--- config.mk ---
export PLATFORM = sky130hd
export DESIGN_NAME = bbx_exec
export DESIGN_NICKNAME = d
export VERILOG_FILES = /design/src/bbx_pkg.sv /design/src/bbx_exec.sv
export SDC_FILE = /design/constraint.sdc
export NUM_CORES = 1
export LEC_CHECK = 0
export ABC_AREA = 1
export BUFFER_PORTS_ARGS = -buffer_cell sky130_fd_sc_hd__buf_2
export CORE_MARGIN = 8
export CORE_UTILIZATION = 30
export DETAILED_ROUTE_END_ITERATION = 7
export GPL_TIMING_DRIVEN = 0
export PLACE_DENSITY_LB_ADDON = 0.25
export REMOVE_ABC_BUFFERS = 1
export SLEW_MARGIN = 10
export SYNTH_ARGS = -nofsm -noshare
export SYNTH_HDL_FRONTEND = slang
export SYNTH_SLANG_ARGS = --single-unit
export TNS_END_PERCENT = 30
--- constraint.sdc ---
create_clock -name CLK -period 2.6 [get_ports CLK]
set_input_delay 0.65 -clock CLK [delete_from_list [all_inputs] [get_ports CLK]]
set_output_delay 0.65 -clock CLK [all_outputs]
set_load 0.02 [all_outputs]
--- src/bbx_pkg.sv ---
// Constants and operation codes for the bit and branch execution unit.
// Assumes a decoder ahead of it that supplies one operation per valid cycle.
package bbx_pkg;
   localparam int PC_W = 16;
   localparam int PAGE_W = 11;
   localparam int BYTE_W = 8;
   localparam int BIT_ADDR_W = 8;
   localparam int BIT_SEL_W = 3;
   localparam int BIT_AREA_MSB = 7;
   localparam logic [3:0] BIT_RAM_BASE_HI = 4'h2;
   localparam logic [7:0] BIT_SFR_MASK = 8'hF8;
   localparam logic [7:0] BYTE_ONE = 8'h01;
   localparam logic [7:0] BYTE_ZERO = 8'h00;
   localparam logic [15:0] PC_RESET = 16'h0000;

   typedef enum logic [5:0] {
      OP_IDLE,
      OP_CLEAR_CARRY,
      OP_CLEAR_BIT,
      OP_FORCE_CARRY,
      OP_FORCE_BIT,
      OP_INVERT_CARRY,
      OP_INVERT_BIT,
      OP_AND_BIT,
      OP_AND_NBIT,
      OP_OR_BIT,
      OP_OR_NBIT,
      OP_BIT_TO_CARRY,
      OP_CARRY_TO_BIT,
      OP_PAGE_CALL,
      OP_FAR_CALL,
      OP_SUB_EXIT,
      OP_INT_EXIT,
      OP_PAGE_JUMP,
      OP_FAR_JUMP,
      OP_SHORT_JUMP,
      OP_IND_BRANCH,
      OP_ACC_ZERO,
      OP_ACC_NONZERO,
      OP_CARRY_SET,
      OP_CARRY_CLEAR,
      OP_BIT_SET,
      OP_BIT_CLEAR,
      OP_BIT_TEST_CLEAR,
      OP_CMP_ACC_BYTE,
      OP_CMP_ACC_IMM,
      OP_CMP_OPND_IMM,
      OP_DEC_BANK,
      OP_DEC_BYTE
   } bbx_op_t;
endpackage

--- src/bbx_exec.sv ---
// Execution unit for bit manipulation and program branch operations.
// Assumes operands are fetched by the caller in the cycle of EXEC_VALID,
// and that the popped stack word is already on STACK_PC for exits.
`timescale 1ns/10ps
module bbx_exec (
   // Clock and reset
   input wire logic CLK,
   input wire logic RSTN,
   // Operation
   input wire logic EXEC_VALID,
   input bbx_pkg::bbx_op_t EXEC_OP,
   // Operands
   input wire logic [15:0] PC_NEXT,
   input wire logic [7:0] REL_OFFSET,
   input wire logic [10:0] PAGE_TARGET,
   input wire logic [15:0] FULL_TARGET,
   input wire logic [7:0] ACC,
   input wire logic [15:0] DATA_POINTER,
   input wire logic CARRY_IN,
   input wire logic [7:0] BIT_ADDR,
   input wire logic BIT_IN,
   input wire logic [7:0] BYTE_IN,
   input wire logic [7:0] IMM_BYTE,
   input wire logic [15:0] STACK_PC,
   // Results
   output logic DONE,
   output logic CARRY_WE,
   output logic CARRY_OUT,
   output logic BIT_WE,
   output logic BIT_IS_SFR,
   output logic [7:0] BIT_BYTE_ADDR,
   output logic [2:0] BIT_INDEX,
   output logic BIT_OUT,
   output logic BYTE_WE,
   output logic [7:0] BYTE_OUT,
   output logic PC_LOAD,
   output logic [15:0] PC_TARGET,
   output logic PUSH_REQ,
   output logic [15:0] PUSH_PC,
   output logic POP_REQ,
   output logic PRIO_RELEASE
);
   logic carry_we_d, carry_d, bit_we_d, bit_d, byte_we_d, pc_load_d, push_d, pop_d, release_d;
   logic [7:0] byte_d, dec_val, bit_byte_d;
   logic [15:0] pc_target_d, rel_ext, rel_target, page_target_full, ind_target;
   // Sign extension keeps the reach to +127/-128
   assign rel_ext = {{(bbx_pkg::PC_W - bbx_pkg::BYTE_W){REL_OFFSET[7]}}, REL_OFFSET};
   assign rel_target = PC_NEXT + rel_ext;
   assign page_target_full = {PC_NEXT[15:bbx_pkg::PAGE_W], PAGE_TARGET};
   assign ind_target = DATA_POINTER + {8'h00, ACC};
   assign dec_val = BYTE_IN - bbx_pkg::BYTE_ONE;
   // Low half of bit space maps onto RAM bytes, upper half onto SFR bytes
   assign bit_byte_d = BIT_ADDR[bbx_pkg::BIT_AREA_MSB] ? (BIT_ADDR & bbx_pkg::BIT_SFR_MASK)
      : {bbx_pkg::BIT_RAM_BASE_HI, BIT_ADDR[bbx_pkg::BIT_AREA_MSB-1:bbx_pkg::BIT_SEL_W]};

   always_comb begin
      carry_we_d = 1'b0;
      carry_d = CARRY_IN;
      bit_we_d = 1'b0;
      bit_d = BIT_IN;
      byte_we_d = 1'b0;
      byte_d = BYTE_IN;
      pc_load_d = 1'b0;
      pc_target_d = rel_target;
      push_d = 1'b0;
      pop_d = 1'b0;
      release_d = 1'b0;
      unique case (EXEC_OP)
         bbx_pkg::OP_IDLE: carry_we_d = 1'b0;
         bbx_pkg::OP_CLEAR_CARRY: begin
            carry_we_d = 1'b1;
            carry_d = 1'b0;
         end
         bbx_pkg::OP_CLEAR_BIT: begin
            bit_we_d = 1'b1;
            bit_d = 1'b0;
         end
         bbx_pkg::OP_FORCE_CARRY: begin
            carry_we_d = 1'b1;
            carry_d = 1'b1;
         end
         bbx_pkg::OP_FORCE_BIT: begin
            bit_we_d = 1'b1;
            bit_d = 1'b1;
         end
         bbx_pkg::OP_INVERT_CARRY: begin
            carry_we_d = 1'b1;
            carry_d = ~CARRY_IN;
         end
         bbx_pkg::OP_INVERT_BIT: begin
            bit_we_d = 1'b1;
            bit_d = ~BIT_IN;
         end
         bbx_pkg::OP_AND_BIT: begin
            carry_we_d = 1'b1;
            carry_d = CARRY_IN & BIT_IN;
         end
         bbx_pkg::OP_AND_NBIT: begin
            carry_we_d = 1'b1;
            carry_d = CARRY_IN & ~BIT_IN;
         end
         bbx_pkg::OP_OR_BIT: begin
            carry_we_d = 1'b1;
            carry_d = CARRY_IN | BIT_IN;
         end
         bbx_pkg::OP_OR_NBIT: begin
            carry_we_d = 1'b1;
            carry_d = CARRY_IN | ~BIT_IN;
         end
         bbx_pkg::OP_BIT_TO_CARRY: begin
            carry_we_d = 1'b1;
            carry_d = BIT_IN;
         end
         bbx_pkg::OP_CARRY_TO_BIT: begin
            bit_we_d = 1'b1;
            bit_d = CARRY_IN;
         end
         bbx_pkg::OP_PAGE_CALL: begin
            push_d = 1'b1;
            pc_load_d = 1'b1;
            pc_target_d = page_target_full;
         end
         bbx_pkg::OP_FAR_CALL: begin
            push_d = 1'b1;
            pc_load_d = 1'b1;
            pc_target_d = FULL_TARGET;
         end
         bbx_pkg::OP_SUB_EXIT: begin
            pop_d = 1'b1;
            pc_load_d = 1'b1;
            pc_target_d = STACK_PC;
         end
         bbx_pkg::OP_INT_EXIT: begin
            pop_d = 1'b1;
            release_d = 1'b1;
            pc_load_d = 1'b1;
            pc_target_d = STACK_PC;
         end
         bbx_pkg::OP_PAGE_JUMP: begin
            pc_load_d = 1'b1;
            pc_target_d = page_target_full;
         end
         bbx_pkg::OP_FAR_JUMP: begin
            pc_load_d = 1'b1;
            pc_target_d = FULL_TARGET;
         end
         bbx_pkg::OP_SHORT_JUMP: pc_load_d = 1'b1;
         bbx_pkg::OP_IND_BRANCH: begin
            pc_load_d = 1'b1;
            pc_target_d = ind_target;
         end
         bbx_pkg::OP_ACC_ZERO: pc_load_d = (ACC == bbx_pkg::BYTE_ZERO);
         bbx_pkg::OP_ACC_NONZERO: pc_load_d = (ACC != bbx_pkg::BYTE_ZERO);
         bbx_pkg::OP_CARRY_SET: pc_load_d = CARRY_IN;
         bbx_pkg::OP_CARRY_CLEAR: pc_load_d = ~CARRY_IN;
         bbx_pkg::OP_BIT_SET: pc_load_d = BIT_IN;
         bbx_pkg::OP_BIT_CLEAR: pc_load_d = ~BIT_IN;
         bbx_pkg::OP_BIT_TEST_CLEAR: begin
            pc_load_d = BIT_IN;
            bit_we_d = BIT_IN;
            bit_d = 1'b0;
         end
         // Carry flags "less than" as a side effect of the compare
         bbx_pkg::OP_CMP_ACC_BYTE: begin
            pc_load_d = (ACC != BYTE_IN);
            carry_we_d = 1'b1;
            carry_d = (ACC < BYTE_IN);
         end
         bbx_pkg::OP_CMP_ACC_IMM: begin
            pc_load_d = (ACC != IMM_BYTE);
            carry_we_d = 1'b1;
            carry_d = (ACC < IMM_BYTE);
         end
         bbx_pkg::OP_CMP_OPND_IMM: begin
            pc_load_d = (BYTE_IN != IMM_BYTE);
            carry_we_d = 1'b1;
            carry_d = (BYTE_IN < IMM_BYTE);
         end
         bbx_pkg::OP_DEC_BANK, bbx_pkg::OP_DEC_BYTE: begin
            byte_we_d = 1'b1;
            byte_d = dec_val;
            pc_load_d = (dec_val != bbx_pkg::BYTE_ZERO);
         end
         default: ; // Unused codes of the field act as idle
      endcase
   end

   // Completion strobe, one per accepted operation
   always_ff @(posedge CLK) begin
      if (!RSTN) begin
         DONE <= 1'b0;
      end else begin
         DONE <= EXEC_VALID;
      end
   end

   // Carry update
   always_ff @(posedge CLK) begin
      if (!RSTN) begin
         CARRY_WE <= 1'b0;
         CARRY_OUT <= 1'b0;
      end else begin
         CARRY_WE <= EXEC_VALID & carry_we_d;
         CARRY_OUT <= carry_d;
      end
   end

   // Bit write-back; address is resolved even when no write follows
   always_ff @(posedge CLK) begin
      if (!RSTN) begin
         BIT_WE <= 1'b0;
         BIT_OUT <= 1'b0;
         BIT_IS_SFR <= 1'b0;
         BIT_BYTE_ADDR <= bbx_pkg::BYTE_ZERO;
         BIT_INDEX <= '0;
      end else begin
         BIT_WE <= EXEC_VALID & bit_we_d;
         BIT_OUT <= bit_d;
         BIT_IS_SFR <= BIT_ADDR[bbx_pkg::BIT_AREA_MSB];
         BIT_BYTE_ADDR <= bit_byte_d;
         BIT_INDEX <= BIT_ADDR[bbx_pkg::BIT_SEL_W-1:0];
      end
   end

   // Byte write-back for decrement-and-branch
   always_ff @(posedge CLK) begin
      if (!RSTN) begin
         BYTE_WE <= 1'b0;
         BYTE_OUT <= bbx_pkg::BYTE_ZERO;
      end else begin
         BYTE_WE <= EXEC_VALID & byte_we_d;
         BYTE_OUT <= byte_d;
      end
   end

   // Program counter redirect
   always_ff @(posedge CLK) begin
      if (!RSTN) begin
         PC_LOAD <= 1'b0;
         PC_TARGET <= bbx_pkg::PC_RESET;
      end else begin
         PC_LOAD <= EXEC_VALID & pc_load_d;
         PC_TARGET <= pc_target_d;
      end
   end

   // Stack and interrupt-level requests
   always_ff @(posedge CLK) begin
      if (!RSTN) begin
         PUSH_REQ <= 1'b0;
         PUSH_PC <= bbx_pkg::PC_RESET;
         POP_REQ <= 1'b0;
         PRIO_RELEASE <= 1'b0;
      end else begin
         PUSH_REQ <= EXEC_VALID & push_d;
         PUSH_PC <= PC_NEXT;
         POP_REQ <= EXEC_VALID & pop_d;
         PRIO_RELEASE <= EXEC_VALID & release_d;
      end
   end

   property p_clear_carry;
      @(posedge CLK) disable iff (!RSTN)
      (EXEC_VALID && EXEC_OP == bbx_pkg::OP_CLEAR_CARRY) |=> (CARRY_WE && !CARRY_OUT);
   endproperty
   a_clear_carry: assert property (p_clear_carry)
      else $error("carry not cleared");
   property p_invert_bit;
      @(posedge CLK) disable iff (!RSTN)
      (EXEC_VALID && EXEC_OP == bbx_pkg::OP_INVERT_BIT)
         |=> (BIT_WE && BIT_OUT == !$past(BIT_IN) && !CARRY_WE);
   endproperty
   a_invert_bit: assert property (p_invert_bit)
      else $error("bit not inverted");
   property p_and_nbit;
      @(posedge CLK) disable iff (!RSTN)
      (EXEC_VALID && EXEC_OP == bbx_pkg::OP_AND_NBIT)
         |=> (CARRY_WE && !BIT_WE && CARRY_OUT == ($past(CARRY_IN) && !$past(BIT_IN)));
   endproperty
   a_and_nbit: assert property (p_and_nbit)
      else $error("carry and inverted bit wrong");
   property p_short_jump;
      @(posedge CLK) disable iff (!RSTN)
      (EXEC_VALID && EXEC_OP == bbx_pkg::OP_SHORT_JUMP)
         |=> (PC_LOAD && PC_TARGET == $past(PC_NEXT) + 16'(signed'($past(REL_OFFSET))));
   endproperty
   a_short_jump: assert property (p_short_jump)
      else $error("short jump target wrong");
   property p_page_same;
      @(posedge CLK) disable iff (!RSTN)
      (EXEC_VALID && (EXEC_OP == bbx_pkg::OP_PAGE_JUMP || EXEC_OP == bbx_pkg::OP_PAGE_CALL))
         |=> (PC_LOAD && PC_TARGET[15:11] == $past(PC_NEXT[15:11])
              && PC_TARGET[10:0] == $past(PAGE_TARGET));
   endproperty
   a_page_same: assert property (p_page_same)
      else $error("page target left its page");
   property p_bit_test_clear;
      @(posedge CLK) disable iff (!RSTN)
      (EXEC_VALID && EXEC_OP == bbx_pkg::OP_BIT_TEST_CLEAR)
         |=> (PC_LOAD == $past(BIT_IN) && BIT_WE == $past(BIT_IN) && !BIT_OUT);
   endproperty
   a_bit_test_clear: assert property (p_bit_test_clear)
      else $error("test and clear mismatch");
   property p_compare;
      @(posedge CLK) disable iff (!RSTN)
      (EXEC_VALID && EXEC_OP == bbx_pkg::OP_CMP_OPND_IMM)
         |=> (PC_LOAD == ($past(BYTE_IN) != $past(IMM_BYTE)));
   endproperty
   a_compare: assert property (p_compare)
      else $error("compare branch wrong");
   property p_decrement;
      @(posedge CLK) disable iff (!RSTN)
      (EXEC_VALID && EXEC_OP == bbx_pkg::OP_DEC_BANK)
         |=> (BYTE_WE && BYTE_OUT == ($past(BYTE_IN) - 8'h01) && PC_LOAD == (BYTE_OUT != 8'h00));
   endproperty
   a_decrement: assert property (p_decrement)
      else $error("decrement branch wrong");
   property p_idle;
      @(posedge CLK) disable iff (!RSTN)
      (EXEC_VALID && EXEC_OP == bbx_pkg::OP_IDLE)
         |=> (DONE && !PC_LOAD && !CARRY_WE && !BIT_WE && !BYTE_WE && !PUSH_REQ && !POP_REQ);
   endproperty
   a_idle: assert property (p_idle)
      else $error("idle changed state");
   property p_call_push;
      @(posedge CLK) disable iff (!RSTN)
      (EXEC_VALID && EXEC_OP == bbx_pkg::OP_FAR_CALL)
         |=> (PUSH_REQ && PUSH_PC == $past(PC_NEXT) && PC_TARGET == $past(FULL_TARGET));
   endproperty
   a_call_push: assert property (p_call_push)
      else $error("call did not push return");
   property p_int_exit;
      @(posedge CLK) disable iff (!RSTN)
      (EXEC_VALID && EXEC_OP == bbx_pkg::OP_INT_EXIT)
         |=> (PRIO_RELEASE && POP_REQ && PC_LOAD && PC_TARGET == $past(STACK_PC));
   endproperty
   a_int_exit: assert property (p_int_exit)
      else $error("interrupt exit incomplete");
endmodule // bbx_exec

# Word-level counts from Yosys, hierarchy flattened
# Index checks and enable logic that the tools add are counted.
# totals
reg_bits	62
output_inout_bits	62
# op_classes
addsub	3
order_cmp	3
n_eq_ne	35
mux	12
bitwise	14
reduce_logical	15
# op_table
cell	count
$eq A6 B5 Y1 const B	16
$pmux W16 S4	1
$eq A6 B4 Y1 const B	8
$eq A6 B3 Y1 const B	4
$lt A8 B8 Y1	3
$ne A8 B8 Y1	3
$pmux W1 S11	2
$add A16 B16 Y16	1
$add A16 B8 Y16	1
$mux W8	2
$reduce_bool A8 Y1	2
$reduce_or A2 Y1	8
$eq A6 B2 Y1 const B	2
$reduce_or A11 Y1	1
$and A1 B1 Y1	9
$logic_not A8 Y1	1
$reduce_or A8 Y1	1
$sub A8 B1 Y8 const B	1
$eq A6 B1 Y1 const B	1
$eq A6 B6 Y1 const B	1
$mux W1	5
$pmux W1 S4	1
$reduce_or A4 Y1	1
$not A1 Y1	3
other kinds (3)	4

# Longest topological paths before layout
# Gate-level depths: netlist (run 1).
# logic_depth
depth_word	4
mapped_depth	13
mapped_depth_nobuf	13

# Worst setup path before layout (run 1)
# No wires, ideal clock.
# synth_path
kind	input to register
start	in PC_NEXT[0]
end	reg PC_TARGET[12]
setup_time_ps	119
arrival_time_ps	2001
required_time_ps	2481
setup_slack_ps	480
stages	11
path_buffers	0
cell_sequence	ha_1 -> inv_1 -> fa_1 -> o21ai_0 -> nand3_1 -> nand3_1 -> nand2_1 -> nand2_1 -> nor2_1 -> nor2_1 -> nor2_1
# synth_between
elab_chain_cells	2
# synth_lines
item	line	rtl
start, declared	bbx_exec.sv:13	input wire logic [15:0] PC_NEXT,
$add A16 B16 Y16	bbx_exec.sv:48	assign rel_target = PC_NEXT + rel_ext;
$pmux W16 S4	bbx_exec.sv:68	unique case (EXEC_OP)
end signal, assigned	bbx_exec.sv:240	PC_TARGET <= bbx_pkg::PC_RESET;
end signal, assigned	bbx_exec.sv:243	PC_TARGET <= pc_target_d;
end, declared	bbx_exec.sv:37	output logic [15:0] PC_TARGET,
# No other way between the ends.
# A chain may end at the register's enable or synchronous reset.

# Final worst setup path (run 1)
# layout_path
start	in EXEC_OP[4]
end	reg PC_TARGET[10]
# layout_between
elab_chain_cells	3
word_cells_on_any_way	11
# layout_lines
item	line	rtl
start, declared	bbx_exec.sv:11	input bbx_pkg::bbx_op_t EXEC_OP,
$eq A6 B5 Y1 or $eq A6 B4 Y1 (tied branches)	bbx_exec.sv:68	
$reduce_or A2 Y1 (no line)	n/a	
$pmux W16 S4 *	bbx_exec.sv:68	
# Every way passes the cells marked *; elsewhere a longest branch is shown, timed or not.

==> results of run 1 <==
-- Yosys cell counts (3+ instances only) --
cell,count,area (um2)
xor2_1,5,43.8
nor2_2,7,43.8
nor2_1,92,345
nand2_4,5,56.3
xnor2_1,3,26.3
or2_2,5,31.3
a21oi_1,45,225
nand3b_1,7,52.6
nand3_1,79,395
inv_1,139,522
ha_1,49,613
nand2_1,272,1020
buf_4,5,37.5
nand3_2,4,40.0
o21ai_0,21,105
inv_2,4,15.0
clkbuf_1,3,11.3
a31oi_1,6,37.5
a22o_1,3,26.3
buf_2,3,15.0
nor3_1,5,25.0
dfxtp_1,61,1220
nand4_1,14,87.6
-- sequential cells by signal, indices dropped and copies added, names as in the netlist, 3 cells and up --
signal and flops:
PUSH_PC 16, BIT_INDEX 3, BYTE_OUT 8, PC_TARGET 16, BIT_BYTE_ADDR 7
-- power by group through the flow --
stage	Sequential (mW)	Clock, mW	Combinational (mW)
6_report	1.02	1.45	0.898
2_1_floorplan	1.13	0	0.471
4_1_cts	1.02	1.49	0.904
3_5_place_dp	1.04	0	0.899
5_1_grt	1.02	1.52	1.02
3_3_place_gp	1.04	0	0.894
-- layout make-up --
| class | count | area (um2) |
|---|---|---|
| multi-input combinational | 641 | 3360 |
| clock buffer | 10 | 239 |
| timing repair buffer | 187 | 936 |
| clock inverter | 6 | 110 |
| antenna | 3 | 7.51 |
| inverter | 146 | 553 |
| tap | 225 | 282 |
| fill | 1940 | 10500 |
| sequential | 61 | 1220 |
-- path summary, 6_finish.rpt --
path | startpoint | endpoint | slack, ns | cells after the start
hold / removal | BIT_ADDR[0] | BIT_INDEX[0]$_SDFF_PN0_ | 0.48 | 3
setup / recovery | EXEC_OP[4] | PC_TARGET[10]$_SDFF_PN0_ | 0.35 | 10
-- metal layers --
metal  global-route usage [%]  up-vias  routed length (um)
li1                         -     3100                   -
met1                     19.3     2618                7990
met2                     28.7      153                8640
met3                     4.07       24                1140
met4                     6.37        4                 340
met5                        0        -                  20
-- tightest hold or removal path, stage by stage --
cell,delay (ns)
buf_2,0.07
nand2_1,0.04
inv_1,0.04
-- metrics by stage --
step                      power, mW  worst slack (ns)  TNS (ns)  util (%)  std cells
final                          3.36             0.347         0      39.1       1279
after global routing           3.56             0.101         0      39.1       1279
after CTS                      3.41             0.309         0      39.0       1276
after detailed placement       1.94           -0.0447   -0.0508      37.0       1260
after global placement         1.93           -0.0237   -0.0237      37.0       1260
after floorplan                1.60             0.480         0         -        848
-- logic make-up (layout without fill, tap and decap cells) --
| family | Yosys count | after routing |
|---|---|---|
| compound gates | 84 | 84 |
| xor+xnor | 8 | 8 |
| fa+ha+maj | 51 | 51 |
| buf+inv | 159 | 349 |
| flops | 61 | 61 |
| other cells | 0 | 3 |
| simple gates | 498 | 498 |
-- placed cells by master, fill, tap and decap left out, drive strengths merged, types with 2 or more instances in the layout --
cell      count
clkinv        2
a31oi         6
nand2       279
xnor2         3
xor2          5
clkbuf       10
inv         145
a22o          3
nand3        84
or2           6
nor3          5
a21oi        46
nor2        101
dfxtp        61
o21ai        21
o211ai        2
diode         3
nand4        14
fa            2
nand3b        7
ha           49
buf         187
o21a          2
bufinv        3
clkinvlp      2
==> results.json, run 1 <==
{
  "setup_violations": 0,
  "grt_max_degree": 41,
  "wl_um": 18100,
  "vias": 5899,
  "clkPwrFrac_pct": 43.0,
  "antenna_found_initial": 5,
  "synth-compound-area-share_pct": 8.86,
  "post_cts_buffers": 0,
  "cts_buffer_depth": 2,
  "worstSetupPathType": "input pin to flop",
  "synth_top_family_by_area": "simple AND/OR/NAND/NOR gates",
  "pwr-share-seq_pct": 30.3,
  "synth-seq-cells": 61,
  "finalNetCount": 1223,
  "hold_class": "input pin to flop",
  "design_area_um2": 6710,
  "worstSetupStartpointType": "input pin",
  "clk_pin_slew_ns": 0.06,
  "wl_per_cell_um": 14.2,
  "cts-root-buf": "clkbuf_16",
  "grt_pass1_wl_um": 28800,
  "grt_usage_pct": 16.6,
  "p_int_mw": 2.29,
  "rows": 48,
  "synth_cell_types": 41,
  "hold_buffers": 0,
  "place_area_um2": 6360,
  "synth-edff-count": 0,
  "synth_adder_area_share_pct": 12.5,
  "grt-ovfl-total": 0,
  "dieArea_um2": 21900,
  "async_flop_share_pct": 0,
  "ioPinCount": 188,
  "worst_pin_slew_ns": 0.841,
  "dr.pass1.iters": 4,
  "period_minus_slack_ns": 2.25,
  "switching_share_pct": 31.9,
  "clock.fmax_mhz": 444,
  "ir_worst_vdd_v": 0.000354,
  "finalHoldViolations": 0,
  "path_buf_inv": 2,
  "synth_mux_area_share_pct": 0,
  "p_switching_mw": 1.07,
  "slowest_stage": "nor2_2",
  "ant_nets": 0,
  "maxSlewViolCount": 0,
  "worst_hold_slack_ns": 0.484,
  "fp.dieH_um": 148,
  "rsz0062_at_grt": "no",
  "powerDensity_nw_per_um2": 501,
  "avgSynthCellArea_um2": 6.07,
  "place_congestion": 0.885,
  "start_util_pct": 30.4,
  "end_kind": "flop",
  "core-area_um2": 17200,
  "cp_cell_sequence": "buf_2 > nor2_2 > nand3_2 > nand2_2 > inv_2 > nand2_4 > nor2_8 > nand2_1 > o21ai_0 > a21oi_1",
  "drc_errors": 0,
  "p_comb_share_pct": 26.7,
  "io_buffers": 187,
  "post_drt_via_cell_ratio": 4.61,
  "synth_flop_cell": "dfxtp_1",
  "dieWidth_um": 148,
  "cts_inserted_buffers": 9,
  "drv_cap": 0,
  "required_ns": 2.88,
  "ctsResizeCount": 0,
  "htree_levels": 3,
  "drt_iter0_drc": 209,
  "hpwl_um": 14800,
  "relSlewSlack_pct": 43.9,
  "synthCells": 861,
  "critPathTopFamily": "simple AND/OR/NAND/NOR gates",
  "drive_gt1_share_pct": 22.5,
  "synthSimpleGateAreaFrac_pct": 41.7,
  "yosys.area_share.xor_xnor_pct": 1.34,
  "synth_area_um2": 5230,
  "clock_sinks": 61,
  "seq_area_frac_synth_pct": 23.4,
  "ys_warn_count": 0,
  "area_growth_pct": 28.5,
  "critPathMaxFanout": 18,
  "post-route-period-util_pct": 86.6,
  "p_leak_nw": 3.94,
  "worstPathArrival_ns": 2.53,
  "status": "completed",
  "grt_pass1_vias": 5766,
  "cts_tree": "yes",
  "critPathMaxStageDelay_ns": 0.54
}
(Power assumes the default switching activity.)
==> inputs of run 2 (changes only) <==
SETUP_SLACK_MARGIN = 0.4   (was default)
clock period = 2 ns   (was 2.6 ns; I/O delays follow)
==> results.json, run 2 (synthesis gave the netlist of run 1 again) <==
{
  "cts_tree": "yes",
  "grt_pass1_wl_um": 29700,
  "ant_nets": 0,
  "worstSetupStartpointType": "input pin",
  "hpwl_um": 14800,
  "post-route-period-util_pct": 82.0,
  "clock_sinks": 61,
  "drt_iter0_drc": 205,
  "io_buffers": 187,
  "postLayoutSetupSlackWorst_ns": 0.360,
  "finalHoldViolations": 0,
  "core-area_um2": 17200,
  "rsz0062_at_grt": "yes",
  "dr.pass1.iters": 5,
  "clock.fmax_mhz": 610,
  "maxSlewViolCount": 0,
  "fin_setup_tns_ns": 0,
  "p_leak_nw": 4.16,
  "ir_worst_vdd_v": 0.000484,
  "dpl_worst_slack_ns": -0.495,
  "setup_violations": 0,
  "wl_per_cell_um": 14.7,
  "cts_inserted_buffers": 9,
  "grt_pass1_vias": 5929,
  "top_regs": "PC_TARGET x16, PUSH_PC x16, BYTE_OUT x8",
  "dieArea_um2": 21900,
  "hold_class": "input pin to flop",
  "final_common_cell": "nand2_1",
  "dieWidth_um": 148,
  "critPathMaxFanout": 4,
  "required_ns": 2.22,
  "relSlewSlack_pct": 67.3,
  "drv_cap": 0,
  "area_growth_pct": 45.9,
  "powerDensity_nw_per_um2": 607,
  "fin_util_pct": 44.4,
  "cts_buffer_depth": 2,
  "rows": 48,
  "drive_gt1_share_pct": 33.1,
  "end_kind": "flop",
  "vias": 6066,
  "htree_levels": 3,
  "p_total_mw": 4.63,
  "clk_pin_slew_ns": 0.05,
  "status": "completed",
  "worst_hold_slack_ns": 0.333,
  "post_drt_via_cell_ratio": 4.64,
  "antenna_found_initial": 4,
  "period_minus_slack_ns": 1.64,
  "place_congestion": 0.885,
  "fp.dieH_um": 148,
  "grt_usage_pct": 17.1,
  "wl_um": 19200,
  "layout.cells.most_common_list": "254 x nand2_1, 175 x buf_2, 130 x inv_1, 78 x nor2_1, 62 x nand3_1",
  "ioPinCount": 188,
  "worstPathArrival_ns": 1.86,
  "drc_errors": 0,
  "start_util_pct": 30.4,
  "cts-root-buf": "clkbuf_16",
  "grt_max_degree": 41,
  "worst_pin_slew_ns": 0.491,
  "worstSetupPathType": "input pin to flop",
  "finalNetCount": 1251,
  "grt-ovfl-total": 0
}
run 2: cell count changes in the layout (fill, tap and decap cells not counted), moves of 9 or more:
cell	change
buf_2	-12
ha_1	-22
nor2_1	-14
nand3_1	-17
ha_4	+22
nand3_2	+12
inv_1	-9
buf_4	+27
nand2_1	-18
nand2_2	+14
run 2: layout make-up:
type	instances	area (um2)
clock inverter	6	110
tap	225	282
sequential	61	1220
antenna	2	5.00
inverter	146	559
fill	1847	9550
multi-input combinational	642	3990
timing repair buffer	214	1220
clock buffer	10	239
run 2: repair_timing:
item,in CTS,in global routing
endpoints found under the setup margin,31,31
hold buffers,0,0
cloned,1,0
resized for setup,60,92
buffers inserted,16,11
pin swaps,17,31
run 2: critical path, stage by stage:
cell and delay (ns):
buf_8 0.08, ha_4 0.12, inv_2 0.04, fa_2 0.35, inv_2 0.08, nand3_2 0.09
nand3_4 0.10, nand2_4 0.06, nand2_4 0.08, nand3_2 0.06, nand3_2 0.09, nand2_1 0.06
nor2_2 0.10, nor2_1 0.04
run 2: where the power goes:
group / internal, mW / total, mW / switching [mW]
registers: 1.30 / 1.32 / 0.0188
logic: 0.577 / 1.42 / 0.846
clock network: 1.25 / 1.88 / 0.634
run 2: worst paths after layout:
check | startpoint | end | slack (ns) | cells after the start
hold / removal | BIT_ADDR[0] | BIT_INDEX[0]$_SDFF_PN0_ | 0.33 | 3
setup / recovery | ACC[0] | PC_TARGET[12]$_SDFF_PN0_ | 0.36 | 14
run 2: through the flow:
stage                     instances  instance area, um2
final                          1306                7620
after global placement         1260                6360
after CTS                      1293                7160
after detailed placement       1260                6360
after floorplan                 848                5140
after global routing           1306                7620
run 2: routing by layer:
layer  track usage, %  part of all wire, %  routed length [um]  vias to the layer above
li1                 -                    -                   -                     3148
met1             19.7                   43                8300                     2726
met2             29.9                   49                9430                      163
met3             4.22                  6.1                1180                       25
met4             6.53                  1.7                 318                        4
met5                0                 0.10                  20                        -
==> inputs of run 3 (changes only) <==
ABC_AREA = 0   (was 1)
clock period = 1.5 ns   (was 2 ns; I/O delays follow)
==> results.json, run 3 <==
{
  "maxSlewViolCount": 0,
  "rsz0062_at_grt": "yes",
  "ant_nets": 0,
  "clk_pin_slew_ns": 0.06,
  "design_area_um2": 7820,
  "grt_pass1_vias": 5555,
  "p_switching_mw": 1.93,
  "relSlewSlack_pct": 69.8,
  "cts-root-buf": "clkbuf_16",
  "worstSetupPathType": "input pin to flop",
  "ys_top_cells_by_count": "61 x dfxtp_1, 49 x ha_1, 39 x a21oi_1",
  "netlist.area_leader.share_pct": 27.2,
  "rows": 44,
  "grt-ovfl-total": 0,
  "place_area_um2": 5560,
  "p_comb_share_pct": 32.2,
  "required_ns": 1.71,
  "synth-seq-cells": 61,
  "fp.dieH_um": 138,
  "top_regs": "PC_TARGET x16, PUSH_PC x16, BYTE_OUT x8",
  "switching_share_pct": 30.7,
  "place_inst": 891,
  "period_minus_slack_ns": 1.97,
  "synth_area_um2": 4490,
  "vias": 5078,
  "synth_flop_cell": "dfxtp_1",
  "fin_cells": 955,
  "ir_worst_vdd_v": 0.000522,
  "ys_warn_count": 0,
  "drc_errors": 0,
  "cts_inserted_buffers": 9,
  "p_total_mw": 6.30,
  "synth_cell_types": 69,
  "p_leak_nw": 3.37,
  "cts_buffer_depth": 2,
  "clock.fmax_mhz": 509,
  "seq_area_frac_synth_pct": 27.2,
  "hpwl_um": 13500,
  "setup_violations": 16,
  "status": "complete, but fails checks",
  "wl_um": 18500,
  "clkPwrFrac_pct": 39.2,
  "place_congestion": 0.881,
  "dpl_worst_slack_ns": -1.44,
  "drt_iter0_drc": 284,
  "synthTopCellsByArea": "dfxtp_1 27%, ha_1 14%, a21oi_1 4.3%",
  "final_common_cell": "buf_2",
  "postLayoutSetupSlackWorst_ns": -0.466,
  "async_flop_share_pct": 0,
  "pwr-share-seq_pct": 28.6,
  "synth-edff-count": 0,
  "grt_max_degree": 30,
  "diodes": 0,
  "critPathMaxFanout": 2,
  "dr.pass1.iters": 5,
  "post-route-period-util_pct": 131,
  "dieArea_um2": 19100,
  "violations": "setup timing",
  "avgSynthCellArea_um2": 8.29,
  "area_growth_pct": 74.1,
  "grt_usage_pct": 18.7,
  "worstPathArrival_ns": 2.18,
  "layout.cells.most_common_list": "103 x buf_2, 89 x buf_6, 46 x dfxtp_2, 28 x buf_4, 26 x nor2_1",
  "yosys.area.top_type": "dfxtp_1",
  "ioPinCount": 188,
  "hold_class": "input pin to flop",
  "dieWidth_um": 138,
  "io_buffers": 187,
  "worstSetupStartpointType": "input pin",
  "post_drt_via_cell_ratio": 5.32,
  "powerDensity_nw_per_um2": 805,
  "drv_cap": 0,
  "synthCells": 542,
  "drive_gt1_share_pct": 55.0,
  "grt_pass1_wl_um": 29100,
  "htree_levels": 3,
  "cts_tree": "yes",
  "core-area_um2": 14600,
  "start_util_pct": 30.8,
  "finalHoldViolations": 0,
  "end_kind": "flop",
  "worst_pin_slew_ns": 0.450,
  "clock_sinks": 61,
  "wl_per_cell_um": 19.3,
  "hold_buffers": 0,
  "p_int_mw": 4.37,
  "antenna_found_initial": 1,
  "finalNetCount": 943,
  "yosysMostFrequentCell": "dfxtp_1"
}
-- run 3: cell type report --
class	instances	area, um2
fill	1329	6770
multi-input combinational	425	3830
timing repair buffer	234	1980
sequential	61	1280
tap	184	230
clock buffer	9	225
inverter	34	144
clock inverter	7	123
timing repair inverter	1	7.51
-- run 3: final timing paths --
path / startpoint / endpoint / slack [ns] / cells after the start
max: ACC[0] / PC_TARGET[10]$_SDFF_PN0_ / -0.47 / 10
min: BIT_ADDR[0] / BIT_INDEX[0]$_SDFF_PN0_ / 0.24 / 2
-- run 3: kinds of logic (layout without fill, tap and decap cells) --
family | after synthesis | in the layout | synth area share (%)
AND/OR/NAND/NOR | 187 | 187 | 22.6
AO/OA/AOI/OAI | 162 | 162 | 25.4
flip-flops | 61 | 61 | 27.2
buffers and inverters | 56 | 285 | 5.24
adder cells (fa/ha/maj) | 53 | 53 | 15.0
XOR/XNOR | 19 | 19 | 3.70
multiplexers | 4 | 4 | 0.891
-- run 3: per-stage QoR --
stage	hold slack, ns	TNS, ns	util, %
global placement	0.584	-29.33	38.1
detailed placement	0.590	-27.81	38.1
finish	0.245	-3.65	53.6
floorplan	0.452	-7.49	-
CTS	0.235	-2.97	51.0
global route	0.239	-4.71	53.6
-- run 3: what timing repair did --
item / CTS / global route
pin swaps: 56 / 55
cloned: 1 / 0
buffers inserted: 35 / 12
setup endpoints to repair: 100 / 92
resized for setup: 340 / 65
-- run 3: layer usage --
layer / GRT usage, % / routed length, um / vias up
li1: - / - / 2489
met3: 5.45 / 1310 / 22
met4: 6.92 / 351 / 2
met1: 21.9 / 7930 / 2390
met5: 0 / 8 / -
met2: 31.6 / 8870 / 175
-- run 3: critical path: stages --
cell	delay (ns)
buf_8	0.08
ha_4	0.14
inv_4	0.04
fa_2	0.35
nand2b_4	0.17
a211oi_4	0.27
o31a_1	0.21
or4_1	0.14
a31oi_1	0.07
or3_1	0.34
-- run 3: power groups by stage --
stage / clock network (mW) / registers [mW] / logic (mW)
finish: 2.47 / 1.80 / 2.03
global route: 2.59 / 1.81 / 2.20
CTS: 2.51 / 1.80 / 1.91
detailed placement: 0 / 1.80 / 1.43
global placement: 0 / 1.79 / 1.42
floorplan: 0 / 1.95 / 0.700
